## config.mk

```make
export PLATFORM = sky130hd
export DESIGN_NAME = etls_top
export DESIGN_NICKNAME = d
export VERILOG_FILES = /design/src/etls_pkg.sv /design/src/etls_top.sv
export VERILOG_INCLUDE_DIRS = /design/src
export SDC_FILE = /design/constraint.sdc
export NUM_CORES = 1
export LEC_CHECK = 0
export BUFFER_PORTS_ARGS = -buffer_cell sky130_fd_sc_hd__buf_2
export CORE_MARGIN = 2
export CORE_UTILIZATION = 23
export CTS_CLUSTER_DIAMETER = 120
export CTS_CLUSTER_SIZE = 12
export DETAILED_ROUTE_END_ITERATION = 6
export RECOVER_POWER = 100
export REMOVE_ABC_BUFFERS = 1
export SLEW_MARGIN = 20
export SYNTH_ARGS = -nofsm -noshare
export SYNTH_HDL_FRONTEND = slang
export SYNTH_SLANG_ARGS = --single-unit
```

## constraint.sdc

```tcl
create_clock -name CORE_CLK -period 6.9 [get_ports CORE_CLK]
set_clock_uncertainty 0.1 [all_clocks]
set_input_delay 1.38 -clock CORE_CLK [delete_from_list [all_inputs] [get_ports CORE_CLK]]
set_output_delay 1.38 -clock CORE_CLK [all_outputs]
set_load 0.05 [all_outputs]
```

## src/etls_defines.svh

```systemverilog
// Register offsets, field layouts and reset values for the torque limit select
`ifndef ETLS_DEFINES_SVH
`define ETLS_DEFINES_SVH
`define ETLS_OFS_FWD_INT_TRQ 6'h00
`define ETLS_OFS_REV_INT_TRQ 6'h04
`define ETLS_OFS_FWD_EXT_TRQ 6'h08
`define ETLS_OFS_REV_EXT_TRQ 6'h0C
`define ETLS_OFS_FWD_INT_FRC 6'h10
`define ETLS_OFS_REV_INT_FRC 6'h14
`define ETLS_OFS_CONFIG 6'h18
`define ETLS_OFS_STATUS 6'h1C
`define ETLS_OFS_FWD_LIMIT 6'h20
`define ETLS_OFS_REV_LIMIT 6'h24
`define ETLS_RST_INT_TRQ 16'h0320
`define ETLS_RST_EXT_TRQ 16'h0064
`define ETLS_RST_INT_FRC 16'h001E
`define ETLS_LIMIT_MAX 16'h0320
`define ETLS_RST_RATED_MAX 16'h0320
`define ETLS_CFG_LINEAR_BIT 0
`define ETLS_CFG_DIR_BIT 1
`define ETLS_CFG_FWD_SEL_LSB 4
`define ETLS_CFG_REV_SEL_LSB 8
`define ETLS_CFG_MAX_LSB 16
`define ETLS_RST_FWD_SEL 4'h0
`define ETLS_RST_REV_SEL 4'h1
`endif

```

## src/etls_pkg.sv

```systemverilog
// Types shared by the torque limit select block
package etls_pkg;
  typedef struct packed
  {
    logic [15:0] fwd;
    logic [15:0] rev;
  } etls_limit_pair_t;
  typedef struct packed
  {
    logic cyc;
    logic stb;
    logic we;
    logic [3:0] sel;
    logic [5:0] adr;
    logic [31:0] dat;
  } etls_wb_req_t;
endpackage : etls_pkg

```

## src/etls_top.sv

```systemverilog
// Torque limit select with a classic Wishbone register slave
//
// Functional notes
// RQ1: Forward request on: min of forward internal, external
// RQ2: Forward request off: forward internal limit only
// RQ3: Reverse request on: min of reverse internal, external
// RQ4: Reverse request off: reverse internal limit only
// RQ5: Forward internal torque 0..800, default 800
// RQ6: Reverse internal torque 0..800, default 800
// RQ7: Forward external limit 0..800, default 100
// RQ8: Reverse external limit 0..800, default 100
// RQ9: Linear forward internal force, default 30
// RQ10: Linear reverse internal force, default 30
// RQ11: Lesser of external and internal, both motors
// RQ12: Internal torque limit ships at 800 percent
// RQ13: Direction digit zero: forward is counter-clockwise
// RQ14: Direction digit zero: linear forward counts up
// RQ15: Request inputs remappable to other input pins
// RQ16: Host avoids too small torque limits
// RQ17: Host avoids too small force limits
// RQ18: Clamp applied limit to maximum rated torque
// RQ19: Recompute every cycle, no request latching
`include "etls_defines.svh"
module etls_top
  import etls_pkg::*;
#(
  parameter int N_INPUTS = 16
)
(
  // Clock and reset
  input wire logic CORE_CLK,
  input wire logic RESETN,
  // Wishbone slave
  input wire etls_pkg::etls_wb_req_t WB_REQ,
  output logic [31:0] WB_DAT_O,
  output logic WB_ACK_O,
  // Digital input pins
  input wire logic [N_INPUTS-1:0] DIN,
  // Limits and direction flag to the current loop
  output etls_pkg::etls_limit_pair_t LIMIT,
  output logic CCW_IS_FWD
);
  import etls_pkg::*;
  // ==========================================================
  // Reset release
  logic rst_s1_ff;
  logic rst_n_ff;
  always_ff @(posedge CORE_CLK or negedge RESETN)
  begin
    if (!RESETN)
    begin
      rst_s1_ff <= 1'b0;
      rst_n_ff <= 1'b0;
    end
    else
    begin
      rst_s1_ff <= 1'b1;
      rst_n_ff <= rst_s1_ff;
    end
  end

  // ==========================================================
  // Input pin synchronisers
  logic [N_INPUTS-1:0] din_s1_ff;
  logic [N_INPUTS-1:0] din_ff;
  always_ff @(posedge CORE_CLK or negedge rst_n_ff)
  begin
    if (!rst_n_ff)
    begin
      din_s1_ff <= '0;
      din_ff <= '0;
    end
    else
    begin
      din_s1_ff <= DIN;
      din_ff <= din_s1_ff;
    end
  end

  // ==========================================================
  // Parameter registers
  logic [15:0] fwd_int_trq_ff;
  logic [15:0] rev_int_trq_ff;
  logic [15:0] fwd_ext_trq_ff;
  logic [15:0] rev_ext_trq_ff;
  logic [15:0] fwd_int_frc_ff;
  logic [15:0] rev_int_frc_ff;
  logic linear_ff;
  logic dir_sel_ff;
  logic [3:0] fwd_sel_ff;
  logic [3:0] rev_sel_ff;
  logic [15:0] rated_max_ff;
  logic wr_en;
  logic [15:0] wr_val;
  logic ack_ff;

  assign wr_en = WB_REQ.cyc && WB_REQ.stb && WB_REQ.we && !ack_ff
    && (&WB_REQ.sel[1:0]);
  // Values above the range are held at the top so a bad write stays legal
  assign wr_val = (WB_REQ.dat[15:0] > `ETLS_LIMIT_MAX)
    ? `ETLS_LIMIT_MAX : WB_REQ.dat[15:0];

  always_ff @(posedge CORE_CLK or negedge rst_n_ff)
  begin
    if (!rst_n_ff)
    begin
      fwd_int_trq_ff <= `ETLS_RST_INT_TRQ; // [RQ5] [RQ12]
      rev_int_trq_ff <= `ETLS_RST_INT_TRQ; // [RQ6]
      fwd_ext_trq_ff <= `ETLS_RST_EXT_TRQ; // [RQ7]
      rev_ext_trq_ff <= `ETLS_RST_EXT_TRQ; // [RQ8]
      fwd_int_frc_ff <= `ETLS_RST_INT_FRC; // [RQ9]
      rev_int_frc_ff <= `ETLS_RST_INT_FRC; // [RQ10]
    end
    else if (wr_en)
    begin
      unique case (WB_REQ.adr)
        `ETLS_OFS_FWD_INT_TRQ: fwd_int_trq_ff <= wr_val; // [RQ5]
        `ETLS_OFS_REV_INT_TRQ: rev_int_trq_ff <= wr_val; // [RQ6]
        `ETLS_OFS_FWD_EXT_TRQ: fwd_ext_trq_ff <= wr_val; // [RQ7]
        `ETLS_OFS_REV_EXT_TRQ: rev_ext_trq_ff <= wr_val; // [RQ8]
        `ETLS_OFS_FWD_INT_FRC: fwd_int_frc_ff <= wr_val; // [RQ9]
        `ETLS_OFS_REV_INT_FRC: rev_int_frc_ff <= wr_val; // [RQ10]
        default: ;
      endcase
    end
  end

  always_ff @(posedge CORE_CLK or negedge rst_n_ff)
  begin
    if (!rst_n_ff)
    begin
      linear_ff <= 1'b0;
      dir_sel_ff <= 1'b0;
      fwd_sel_ff <= `ETLS_RST_FWD_SEL;
      rev_sel_ff <= `ETLS_RST_REV_SEL;
      rated_max_ff <= `ETLS_RST_RATED_MAX;
    end
    else if (wr_en && WB_REQ.adr == `ETLS_OFS_CONFIG
      && (&WB_REQ.sel))
    begin
      linear_ff <= WB_REQ.dat[`ETLS_CFG_LINEAR_BIT];
      dir_sel_ff <= WB_REQ.dat[`ETLS_CFG_DIR_BIT];
      fwd_sel_ff <= WB_REQ.dat[`ETLS_CFG_FWD_SEL_LSB +: 4]; // [RQ15]
      rev_sel_ff <= WB_REQ.dat[`ETLS_CFG_REV_SEL_LSB +: 4]; // [RQ15]
      rated_max_ff <= WB_REQ.dat[`ETLS_CFG_MAX_LSB +: 16];
    end
  end

  // ==========================================================
  // Limit selection, recomputed every cycle
  logic fwd_req;
  logic rev_req;
  logic [15:0] fwd_int;
  logic [15:0] rev_int;
  logic [15:0] nxt_fwd;
  logic [15:0] nxt_rev;
  logic [15:0] fwd_sel_val;
  logic [15:0] rev_sel_val;

  // Selector bits above the pin count are dropped, so a large value wraps onto a lower pin
  assign fwd_req = din_ff[fwd_sel_ff[$clog2(N_INPUTS)-1:0]]; // [RQ15] [RQ19]
  assign rev_req = din_ff[rev_sel_ff[$clog2(N_INPUTS)-1:0]]; // [RQ15] [RQ19]
  assign fwd_int = linear_ff ? fwd_int_frc_ff : fwd_int_trq_ff; // [RQ9]
  assign rev_int = linear_ff ? rev_int_frc_ff : rev_int_trq_ff; // [RQ10]

  always_comb
  begin
    fwd_sel_val = fwd_int; // [RQ2]
    if (fwd_req && fwd_ext_trq_ff < fwd_int)
      fwd_sel_val = fwd_ext_trq_ff; // [RQ1] [RQ11]
    rev_sel_val = rev_int; // [RQ4]
    if (rev_req && rev_ext_trq_ff < rev_int)
      rev_sel_val = rev_ext_trq_ff; // [RQ3] [RQ11]
    nxt_fwd = (fwd_sel_val > rated_max_ff) ? rated_max_ff : fwd_sel_val; // [RQ18]
    nxt_rev = (rev_sel_val > rated_max_ff) ? rated_max_ff : rev_sel_val; // [RQ18]
  end

  etls_limit_pair_t limit_ff;
  logic ccw_ff;
  always_ff @(posedge CORE_CLK or negedge rst_n_ff)
  begin
    if (!rst_n_ff)
    begin
      limit_ff <= '0;
      ccw_ff <= 1'b1;
    end
    else
    begin
      limit_ff.fwd <= nxt_fwd; // [RQ19]
      limit_ff.rev <= nxt_rev; // [RQ19]
      // Digit zero: forward is CCW, or count-up on a linear motor
      ccw_ff <= !dir_sel_ff; // [RQ13] [RQ14]
    end
  end
  assign LIMIT = limit_ff;
  assign CCW_IS_FWD = ccw_ff;

  // ==========================================================
  // Wishbone read and acknowledge, registered ack one cycle after the request
  logic [31:0] rd_ff;
  logic [31:0] nxt_rd;
  always_comb
  begin
    nxt_rd = 32'h00000000;
    unique case (WB_REQ.adr)
      `ETLS_OFS_FWD_INT_TRQ: nxt_rd = {16'h0000, fwd_int_trq_ff};
      `ETLS_OFS_REV_INT_TRQ: nxt_rd = {16'h0000, rev_int_trq_ff};
      `ETLS_OFS_FWD_EXT_TRQ: nxt_rd = {16'h0000, fwd_ext_trq_ff};
      `ETLS_OFS_REV_EXT_TRQ: nxt_rd = {16'h0000, rev_ext_trq_ff};
      `ETLS_OFS_FWD_INT_FRC: nxt_rd = {16'h0000, fwd_int_frc_ff};
      `ETLS_OFS_REV_INT_FRC: nxt_rd = {16'h0000, rev_int_frc_ff};
      `ETLS_OFS_CONFIG: nxt_rd = {rated_max_ff, 4'h0, rev_sel_ff,
        fwd_sel_ff, 2'b00, dir_sel_ff, linear_ff};
      `ETLS_OFS_STATUS: nxt_rd = {30'h0, rev_req, fwd_req};
      `ETLS_OFS_FWD_LIMIT: nxt_rd = {16'h0000, limit_ff.fwd};
      `ETLS_OFS_REV_LIMIT: nxt_rd = {16'h0000, limit_ff.rev};
      default: nxt_rd = 32'h00000000;
    endcase
  end

  always_ff @(posedge CORE_CLK or negedge rst_n_ff)
  begin
    if (!rst_n_ff)
    begin
      ack_ff <= 1'b0;
      rd_ff <= 32'h00000000;
    end
    else
    begin
      // Ack drops after one cycle so a held request is not taken twice
      ack_ff <= WB_REQ.cyc && WB_REQ.stb && !ack_ff;
      rd_ff <= nxt_rd;
    end
  end
  assign WB_DAT_O = rd_ff;
  assign WB_ACK_O = ack_ff;

  // ==========================================================
  // Checks
  // Held off one edge past reset: LIMIT still shows zero then
  logic chk_en_ff;
  always_ff @(posedge CORE_CLK or negedge rst_n_ff)
  begin
    if (!rst_n_ff)
      chk_en_ff <= 1'b0;
    else
      chk_en_ff <= 1'b1;
  end

  property p_fwd_on;
    @(posedge CORE_CLK) disable iff (!chk_en_ff)
    fwd_req && fwd_ext_trq_ff <= fwd_int && fwd_ext_trq_ff <= rated_max_ff
      |=> LIMIT.fwd == $past(fwd_ext_trq_ff);
  endproperty
  a_fwd_on: assert property (p_fwd_on) // [RQ1]
    else $error("Forward limit not external minimum");
  property p_fwd_off;
    @(posedge CORE_CLK) disable iff (!chk_en_ff)
    !fwd_req && fwd_int <= rated_max_ff |=> LIMIT.fwd == $past(fwd_int);
  endproperty
  a_fwd_off: assert property (p_fwd_off) // [RQ2]
    else $error("Forward limit not internal value");
  property p_rev_on;
    @(posedge CORE_CLK) disable iff (!chk_en_ff)
    rev_req && rev_ext_trq_ff <= rev_int && rev_ext_trq_ff <= rated_max_ff
      |=> LIMIT.rev == $past(rev_ext_trq_ff);
  endproperty
  a_rev_on: assert property (p_rev_on) // [RQ3]
    else $error("Reverse limit not external minimum");
  property p_rev_off;
    @(posedge CORE_CLK) disable iff (!chk_en_ff)
    !rev_req && rev_int <= rated_max_ff |=> LIMIT.rev == $past(rev_int);
  endproperty
  a_rev_off: assert property (p_rev_off) // [RQ4]
    else $error("Reverse limit not internal value");
  property p_min;
    @(posedge CORE_CLK) disable iff (!chk_en_ff)
    ##1 LIMIT.fwd <= $past(fwd_int) && LIMIT.rev <= $past(rev_int);
  endproperty
  a_min: assert property (p_min) // [RQ11]
    else $error("Limit above internal value");
  property p_clamp;
    @(posedge CORE_CLK) disable iff (!chk_en_ff)
    ##1 LIMIT.fwd <= $past(rated_max_ff) && LIMIT.rev <= $past(rated_max_ff);
  endproperty
  a_clamp: assert property (p_clamp) // [RQ18]
    else $error("Limit above rated maximum");
  property p_range;
    @(posedge CORE_CLK) disable iff (!chk_en_ff)
    fwd_int_trq_ff <= `ETLS_LIMIT_MAX && rev_int_trq_ff <= `ETLS_LIMIT_MAX
      && fwd_ext_trq_ff <= `ETLS_LIMIT_MAX;
  endproperty
  a_range: assert property (p_range) // [RQ5]
    else $error("Parameter beyond range");
  property p_frc_range;
    @(posedge CORE_CLK) disable iff (!chk_en_ff)
    rev_ext_trq_ff <= `ETLS_LIMIT_MAX && fwd_int_frc_ff <= `ETLS_LIMIT_MAX
      && rev_int_frc_ff <= `ETLS_LIMIT_MAX;
  endproperty
  a_frc_range: assert property (p_frc_range) // [RQ8]
    else $error("Force or external parameter beyond range");
  property p_write;
    @(posedge CORE_CLK) disable iff (!chk_en_ff)
    wr_en && WB_REQ.adr == `ETLS_OFS_REV_EXT_TRQ
      |=> rev_ext_trq_ff == $past(wr_val);
  endproperty
  a_write: assert property (p_write) // [RQ8]
    else $error("Reverse external write lost");
  property p_lin_fwd;
    @(posedge CORE_CLK) disable iff (!chk_en_ff)
    linear_ff && !fwd_req && fwd_int_frc_ff <= rated_max_ff
      |=> LIMIT.fwd == $past(fwd_int_frc_ff);
  endproperty
  a_lin_fwd: assert property (p_lin_fwd) // [RQ9]
    else $error("Forward force limit not used");
  property p_lin_rev;
    @(posedge CORE_CLK) disable iff (!chk_en_ff)
    linear_ff && !rev_req && rev_int_frc_ff <= rated_max_ff
      |=> LIMIT.rev == $past(rev_int_frc_ff);
  endproperty
  a_lin_rev: assert property (p_lin_rev) // [RQ10]
    else $error("Reverse force limit not used");
  property p_ccw;
    @(posedge CORE_CLK) disable iff (!chk_en_ff)
    ##1 CCW_IS_FWD == !$past(dir_sel_ff);
  endproperty
  a_ccw: assert property (p_ccw) // [RQ13]
    else $error("Direction flag wrong");
  property p_remap;
    @(posedge CORE_CLK) disable iff (!chk_en_ff)
    wr_en && WB_REQ.adr == `ETLS_OFS_CONFIG && (&WB_REQ.sel)
      |=> fwd_sel_ff == $past(WB_REQ.dat[`ETLS_CFG_FWD_SEL_LSB +: 4])
      && rev_sel_ff == $past(WB_REQ.dat[`ETLS_CFG_REV_SEL_LSB +: 4]);
  endproperty
  a_remap: assert property (p_remap) // [RQ15]
    else $error("Request pin choice lost");
  property p_ack;
    @(posedge CORE_CLK) disable iff (!chk_en_ff)
    WB_ACK_O |=> !WB_ACK_O;
  endproperty
  a_ack: assert property (p_ack)
    else $error("Ack held two cycles");
  property p_ack_take;
    @(posedge CORE_CLK) disable iff (!chk_en_ff)
    WB_REQ.cyc && WB_REQ.stb && !WB_ACK_O |=> WB_ACK_O;
  endproperty
  a_ack_take: assert property (p_ack_take)
    else $error("Request not acknowledged");
endmodule : etls_top

```

## Word-level counts from Yosys, hierarchy flattened

Cells that the tools add are included.

| operators by class | value |
|---|---|
| add/subtract/negate cells | 0 |
| multiply operators | 0 |
| divide/modulo/power cells | 0 |
| $lt $le $gt $ge | 7 |
| equal/unequal tests | 9 |
| shifts and indexed selects | 0 |
| muxes and demuxes | 12 |
| bitwise operators | 0 |
| reduce and logical (&&, ||, !) cells | 20 |

Operators by type and width:

| kind | number |
|---|---|
| case mux 32 bit (10 select lines) | 1 |
| two-way mux 16 bit | 7 |
| greater-than comparator 16 bit | 2 |
| < comparator 16 bit | 2 |
| equality test 6 x 5 -> 1 bit (second input constant) | 4 |
| greater-than comparator 16 x 10 -> 1 bit (second input constant) | 1 |
| AND reduction 2 bit | 7 |
| equality test 6 x 4 -> 1 bit (second input constant) | 2 |
| equality test 6 bit (second input constant) | 2 |
| < comparator 4 x 5 -> 1 bit (second input constant) | 2 |
| logical AND 1 bit | 9 |
| binary-select mux 1 bit (select 4 bit) | 2 |
| equality test 6 x 3 -> 1 bit (second input constant) | 1 |
| logical NOT 6 bit | 1 |
| AND reduction 4 bit | 1 |
| logical NOT 1 bit | 2 |
| two-way mux 1 bit | 2 |

| storage, ports and cells | value |
|---|---|
| flip-flop bits (word level) | 222 |
| bits in latches | 0 |
| memory bits (writable) | 0 |
| bits in read-only memories | 0 |
| input bits | 63 |
| output and inout bits | 66 |
| word-level logic and storage cells | 68 |
| memories | 0 |

## Longest topological paths before layout

Gate-level depths: netlist of run 1.

| logic depth | value |
|---|---|
| depth in word-level cells | 6 |
| depth in mapped cells | 21 |
| mapped depth without buffers | 16 |

## Worst setup path before layout of run 1

OpenSTA, ideal clock, no wires.

| timing path | value |
|---|---|
| path kind | register to register |
| start point | register linear_ff |
| end point | register limit_ff (netlist bit LIMIT[30]) |
| setup time | 0.135 ns |
| data arrival time | 4.697 ns |
| data required time | 6.665 ns |
| setup slack | 1.968 ns |
| stages on the path, launching flop included | 21 |
| buffers on the path | 5 |
| period minus slack after synthesis | 4.932 ns |
| cell sequence | dfrtp_1 -> clkbuf_1 -> clkbuf_1 -> mux2_2 -> inv_1 -> ha_1 -> a21o_1 -> a21o_1 -> a21o_1 -> o21a_1 -> clkbuf_1 -> nor4_1 -> nor2_1 -> ha_1 -> nand4_1 -> or3_1 -> a21oi_1 -> or2_1 -> buf_1 -> clkbuf_1 -> o31ai_1 |

| on the way | value |
|---|---|
| cells in the longest elaborated chain, start to end | 6 |

Ends and longest elaborated chain:

| what | RTL line | text |
|---|---|---|
| start: declaration | etls_top.sv:88 | `logic linear_ff;` |
| start signal: assignment | etls_top.sv:141 | `` linear_ff <= WB_REQ.dat[`ETLS_CFG_LINEAR_BIT]; `` |
| two-way mux 16 bit (*) | etls_top.sv:163 | `assign fwd_int = linear_ff ? fwd_int_frc_ff : fwd_int_trq_ff;` |
| < comparator 16 bit | etls_top.sv:169 | `if (fwd_req && fwd_ext_trq_ff < fwd_int)` |
| logical AND 1 bit | etls_top.sv:169 |  |
| two-way mux 16 bit (*) | etls_top.sv:169 |  |
| greater-than comparator 16 bit | etls_top.sv:174 | `nxt_fwd = (fwd_sel_val > rated_max_ff) ? rated_max_ff : fwd_sel_val;` |
| two-way mux 16 bit (*) | etls_top.sv:174 |  |
| via nxt_fwd[14] | etls_top.sv:155 | `logic [15:0] nxt_fwd;` |
| end: declaration | etls_top.sv:178 | `etls_limit_pair_t limit_ff;` |

The timed path passes the listed nets; every way through them passes the cells marked *.
A chain may end at the register's enable or synchronous reset.

## Final worst setup path of run 1

| timing path | value |
|---|---|
| start point | register linear_ff |
| end point | register limit_ff (netlist bit LIMIT[12]) |

| on the way | value |
|---|---|
| cells in the longest elaborated chain, start to end | 6 |

Ends and longest elaborated chain:

| what | RTL line | text |
|---|---|---|
| two-way mux 16 bit (*) | etls_top.sv:164 | `assign rev_int = linear_ff ? rev_int_frc_ff : rev_int_trq_ff;` |
| < comparator 16 bit | etls_top.sv:172 | `if (rev_req && rev_ext_trq_ff < rev_int)` |
| logical AND 1 bit | etls_top.sv:172 |  |
| two-way mux 16 bit (*) | etls_top.sv:172 |  |
| greater-than comparator 16 bit | etls_top.sv:175 | `nxt_rev = (rev_sel_val > rated_max_ff) ? rated_max_ff : rev_sel_val;` |
| two-way mux 16 bit (*) | etls_top.sv:175 |  |
| via nxt_rev[12] | etls_top.sv:156 | `logic [15:0] nxt_rev;` |

Marked as above.

==> run metrics, run 1 <==
Worst path top cell family by delay=compound AO/OA/AOI/OAI gates; largest stage delay on the critical path=950 ps; Reg2Reg Launch Point=linear_ff; CTS tree=done; Reg clk slew, reported paths=60 ps; Mean Syn Cell Area=11.7 µm²; slowest CP cell=dfrtp_1; first-pass GRT wire length=53200 µm; DRC=23; die area=49200 µm²; Layout Nets=1184; H-tree levels=1; Startpoint Class=register; Via density=4.81; commonest non-fill, non-tap cell in the layout=dfrtp_1; Post-Synth XOR/XNOR Area=0; Starting DRT DRC Count=566; Ys Warns=0; ys flop type=dfrtp_1; Worst Setup End Kind=register; CP cell instances=buf_4 > mux2i_1 > ha_1 > nand4_1 > a211oi_1 > nor3_1 > o211ai_4 > mux2i_1 > ha_1 > a21oi_1 > a31oi_1 > a211o_1 > o21ai_0 > clkbuf_1 > mux2_2; Distinct cells, synth=48; Worst VDD drop=0.000143 V; DR pass1 iterations=7; area growth from synthesis to layout=17.2%; I/O Buffers=128; max-cap violation count=6; Max Clk Rate=0.161 GHz; Initial Util=0.234; min Tclk post-route=6230 ps; Tot GR Track Use=0.142; root cell of the clock tree=clkbuf_16; fraction of registers with async set/reset=1.00; CP bufs+invs=2; minimum hold slack=246 ps; Critical Path AT=6530 ps; Congestion Overflow GR=0; Slew Limit Fails=277; PwrDens=215 nW/µm²; final setup violating endpoints=0; Post-synth EDFFs=0; outcome=finished with violations; WP depth=15; Seq/Total Area, Yosys=0.512; DR vias=8083; Total Neg Setup Slack=0 ps; worst-skew pair later-pin latency=520 ps; crit path capture=LIMIT[12]; wire per inst=20.7 µm; critical path launch point=linear_ff; Synth Area in Simple Gates=0.104; violated checks=design-rule violations, max-capacitance violations, max-slew violations; GP Congestion=0.925; CP max FO=18; CP Data Required Time=7200 ps; largest family of logic cells by synthesized area=multiplexers; number of global-route vias before repair=8487; synthesized cell area=10900 µm²; reg2reg end=LIMIT[12]; Synth Area in Adders=0.0712; Slew @ Worst Pin=3390 ps; flops & latches, synth=222; Synth Instances=933; share of cells above drive strength 1=0.199; compound-cell area share of the yosys netlist=0.106; Pleak=0.00582 µW; register area=5590 µm²; clk buf depth=3; CTS buffer count=22; Multi-input gate area=4960 µm²; # IOs=129; Post-CTS Hold Buffers=0; setup repair bufs after CTS=0; Die H=222 µm; Detailed Place HPWL=26500 µm; layout filler cell count=4884; initial antenna violation count=0; post-synthesis mux area share=0.171; Clock Sinks=222; RSZ-0062 raised after global routing=no; most frequent cells in the layout=dfrtp_1 (197), clkbuf_1 (96), mux2_2 (86); WL final=34900 µm; worst r2r path cells=15; ANT nets after route=0; # diodes=0; largest net degree at the start of global routing=63; period utilization=0.903; CP Class=register to register; die extent in x=222 µm; final count of hold timing violations=0; core box area=46700 µm²; # resized after CTS=0; r2r setup slk=670 ps; Row Count=79; Slew headroom=-1.26; HP Class=register to register
[power by group]
part	leakage (µW)	internal, µW	switching [µW]
clock	0.000300	616	505
combinational	0.00262	74.2	199
sequential	0.00289	1330	28.6
total	0.00582	2020	732
[flip-flops by register name, summed over array words and instances, names as in the netlist, 16 cells and up]
signal,flops
rev_int_frc_ff,16
din_s1_ff,16
rev_ext_trq_ff,16
rev_int_trq_ff,16
LIMIT,32
fwd_ext_trq_ff,16
WB_DAT_O,32
rated_max_ff,16
din_ff,16
fwd_int_frc_ff,16
fwd_int_trq_ff,16
[stage by stage]
| step | worst slack [ps] | utilization | cell area, µm² | power, µW | instances |
|---|---|---|---|---|---|
| CTS | 556 | 0.277 | 12900 | 2790 | 1680 |
| finish | 670 | 0.274 | 12800 | 2750 | 1680 |
| detailed placement | 600 | 0.263 | 12300 | 1660 | 1642 |
| global placement | 734 | 0.263 | 12300 | 1650 | 1642 |
| floorplan | 199 | - | 10700 | 1540 | 889 |
| global route | 100 | 0.274 | 12800 | 2870 | 1680 |
[cells in the mapped netlist (all sizes together), types with 2 or more instances]
master,count,share of area
o21ai,35,0.016
a31oi,2,0.0011
nor4,19,0.011
nand2b,3,0.0017
a222oi,19,0.017
nor3,26,0.013
inv,50,0.017
buf,12,0.0067
ha,62,0.071
nand3,20,0.0092
or2,2,0.0011
dfrtp,197,0.45
mux2,103,0.11
or3,2,0.0011
mux4,12,0.027
a21o,8,0.0055
o31ai,16,0.011
and2,16,0.0092
nor2,55,0.019
a22oi,21,0.014
dfstp,25,0.060
clkbuf,32,0.011
nand4,13,0.0075
nor2b,27,0.015
a21oi,54,0.025
o21a,2,0.0014
nand2,37,0.013
mux2i,41,0.038
o211ai,6,0.0059
and4,2,0.0016
a221oi,4,0.0032
a22o,4,0.0032
[cells by family after synthesis]
family	after synthesis
buffers and inverters	94
flip-flops	222
AO/OA/AOI/OAI	174
other	1
multiplexers	156
adder cells (fa/ha/maj)	62
AND/OR/NAND/NOR	224
[layer usage]
metal	GRT usage	part of all wire	up-vias
li1	-	-	3669
met1	0.176	0.41	4061
met2	0.242	0.48	295
met3	0.0318	0.077	58
met4	0.0469	0.028	0
met5	0	0	-
[how the worst min path moves through the flow]
stage | from | end | slack (ps) | depth (start not counted)
global route | din_s1_ff[2] | din_ff[2] | 250 | 0
floorplan | din_s1_ff[0] | din_ff[0] | 230 | 0
global placement | din_s1_ff[14] | din_ff[14] | 240 | 0
CTS | din_s1_ff[4] | din_ff[4] | 250 | 0
finish | din_s1_ff[2] | din_ff[2] | 250 | 0
detailed placement | din_s1_ff[8] | din_ff[8] | 240 | 0
[final cells by class]
type                            count  area share
Multi-Input combinational cell    617       0.388
Sequential cell                   222       0.437
Timing Repair Buffer              146      0.0507
Tap cell                          607      0.0594
Clock buffer                       37      0.0491
Clock inverter                      1    0.000587
Inverter                           50      0.0147
Note: power is estimated with default switching activity, not from simulation.
==> run 2, diff against run 1 <==
Settings changed: CORE_MARGIN 2 to unset, RECOVER_POWER 100 to 25.
Clock period 6.9 ns to 6.57 ns, I/O delays scaled along.
==> run metrics, run 2 (same netlist as run 1, synthesis figures left out) <==
Layout Nets=1186 (+0.17%); Detailed Place HPWL=26200 µm (-1.0%); H-tree levels=1 (unchanged); PwrDens=223 nW/µm² (+3.7%); DR pass1 iterations=7 (unchanged); die area=48300 µm² (-1.8%); CTS tree=done; Starting DRT DRC Count=664 (+17%); wire per inst=20.6 µm (-0.54%); layout filler cell count=4849 (-0.72%); share of cells above drive strength 1=0.273 (+0.0738); setup ws final=717 ps (+47.4 ps); DRC=26 (+13%); Max Clk Rate=0.171 GHz (+6.4%); slowest CP cell=nor2_2; Critical Path AT=6130 ps (-400 ps); initial antenna violation count=0 (unchanged); Congestion Overflow GR=0 (unchanged); largest net degree at the start of global routing=131 (+110%); worst r2r path cells=17 (+2); GP Congestion=0.884 (-4.5%); worst-skew pair later-pin latency=530 ps (about the same); Slew @ Worst Pin=3190 ps (-198 ps); root cell of the clock tree=clkbuf_16; number of global-route vias before repair=8389 (-1.2%); core box area=46700 µm² (unchanged); Initial Util=0.234 (unchanged); CP max FO=17 (-1); Row Count=79 (unchanged); r2r setup slk=720 ps (+50 ps); Final Instance Area=12900 µm² (+0.97%); outcome=finished with violations; die extent in x=220 µm (-0.90%); Worst path top cell family by delay=simple AND/OR/NAND/NOR gates; WL final=34700 µm (-0.36%); Reg clk slew, reported paths=70 ps (about the same); Hold Path End=din_ff[4]; DR vias=8119 (+0.45%); violated checks=design-rule violations, max-capacitance violations, max-slew violations; HP Class=register to register; register area=5590 µm² (unchanged); Via density=4.82 (+0.27%); min Tclk post-route=5850 ps (-377 ps); CTS buffer count=22 (unchanged); ANT nets after route=0 (unchanged); pre-CTS WS=598 ps (-2.79 ps); placed cell area=12300 µm² (+0.18%); setup repair bufs after CTS=0 (unchanged); Reg2Reg Launch Point=linear_ff; most frequent cells in the layout=dfrtp_1 (197), buf_2 (121), mux2_2 (90); CP Class=register to register; Slew Limit Fails=225 (-19%); Multi-input gate area=4960 µm² (unchanged); hold wc startpoint=din_s1_ff[4]; I/O Buffers=128 (unchanged); # IOs=129 (unchanged); Post-CTS Hold Buffers=0 (unchanged); Slew headroom=-1.12 (+0.132); Die H=220 µm (-0.90%); Tot GR Track Use=0.144 (+0.00288); final count of hold timing violations=0 (unchanged); final setup violating endpoints=0 (unchanged); reg2reg end=LIMIT[22]; commonest non-fill, non-tap cell in the layout=dfrtp_1; total power=2880 µW (+4.7%); Pleak=0.00614 µW (+5.6%); CP Data Required Time=6850 ps (-350 ps); Worst VDD drop=0.000149 V (+3.9%); CP bufs+invs=2 (unchanged); largest stage delay on the critical path=670 ps (-280 ps); Startpoint Class=register; period utilization=0.891 (-0.0121); # resized after CTS=0 (unchanged); hold path depth=0 (unchanged); clk buf depth=3 (unchanged); Clock Sinks=222 (unchanged); first-pass GRT wire length=52300 µm (-1.7%); Worst Setup End Kind=register; area growth from synthesis to layout=18.4%; RSZ-0062 raised after global routing=no; Post-Route Utilization=0.277 (+0.00266); max-cap violation count=3 (-3); CP cell instances=buf_4 > mux2_2 > inv_1 > ha_1 > a21oi_1 > o21a_1 > o211ai_2 > nor2_2 > a21oi_1 > nor2_1 > ha_1 > nand4_1 > nor4_1 > or3_1 > a21oi_2 > or2_1 > o31ai_1; # diodes=0 (unchanged)
run 2: worst max path at each step:
stage	end	cells past startpoint	from
after CTS	LIMIT[30]	17	linear_ff
final	LIMIT[22]	17	linear_ff
after floorplan	LIMIT[0]	0	rst_n_ff
after global routing	LIMIT[31]	17	linear_ff
after detailed placement	LIMIT[20]	17	linear_ff
after global placement	LIMIT[22]	17	linear_ff
run 2: final cells by class:
type / count / area share
sequential: 222 / 0.433
clock buffer: 37 / 0.0470
inverter: 50 / 0.0145
clock inverter: 2 / 0.00194
tap: 607 / 0.0589
multi-input combinational: 617 / 0.385
timing repair buffer: 148 / 0.0601
run 2: layer usage:
layer  vias up  routed length [µm]  GRT usage
met5         -                   0          0
met4         0                1030     0.0441
met3        61                2770     0.0330
met2       275               17000      0.248
met1      4106               13900      0.179
li1       3677                   -          -
run 2: report_power, final:
part	leakage [µW]	internal (µW)	switching (µW)	total [µW]
combinational	0.00295	78.7	211	290
clock	0.000300	630	536	1170
sequential	0.00289	1390	29.1	1420
run 2: per-stage QoR:
step,TNS [ps],cells,hold WS [ps]
2_1_floorplan,-25530,889,231
3_3_place_gp,0,1644,237
3_5_place_dp,0,1644,235
4_1_cts,0,1683,237
5_1_grt,0,1683,245
6_report,0,1683,236
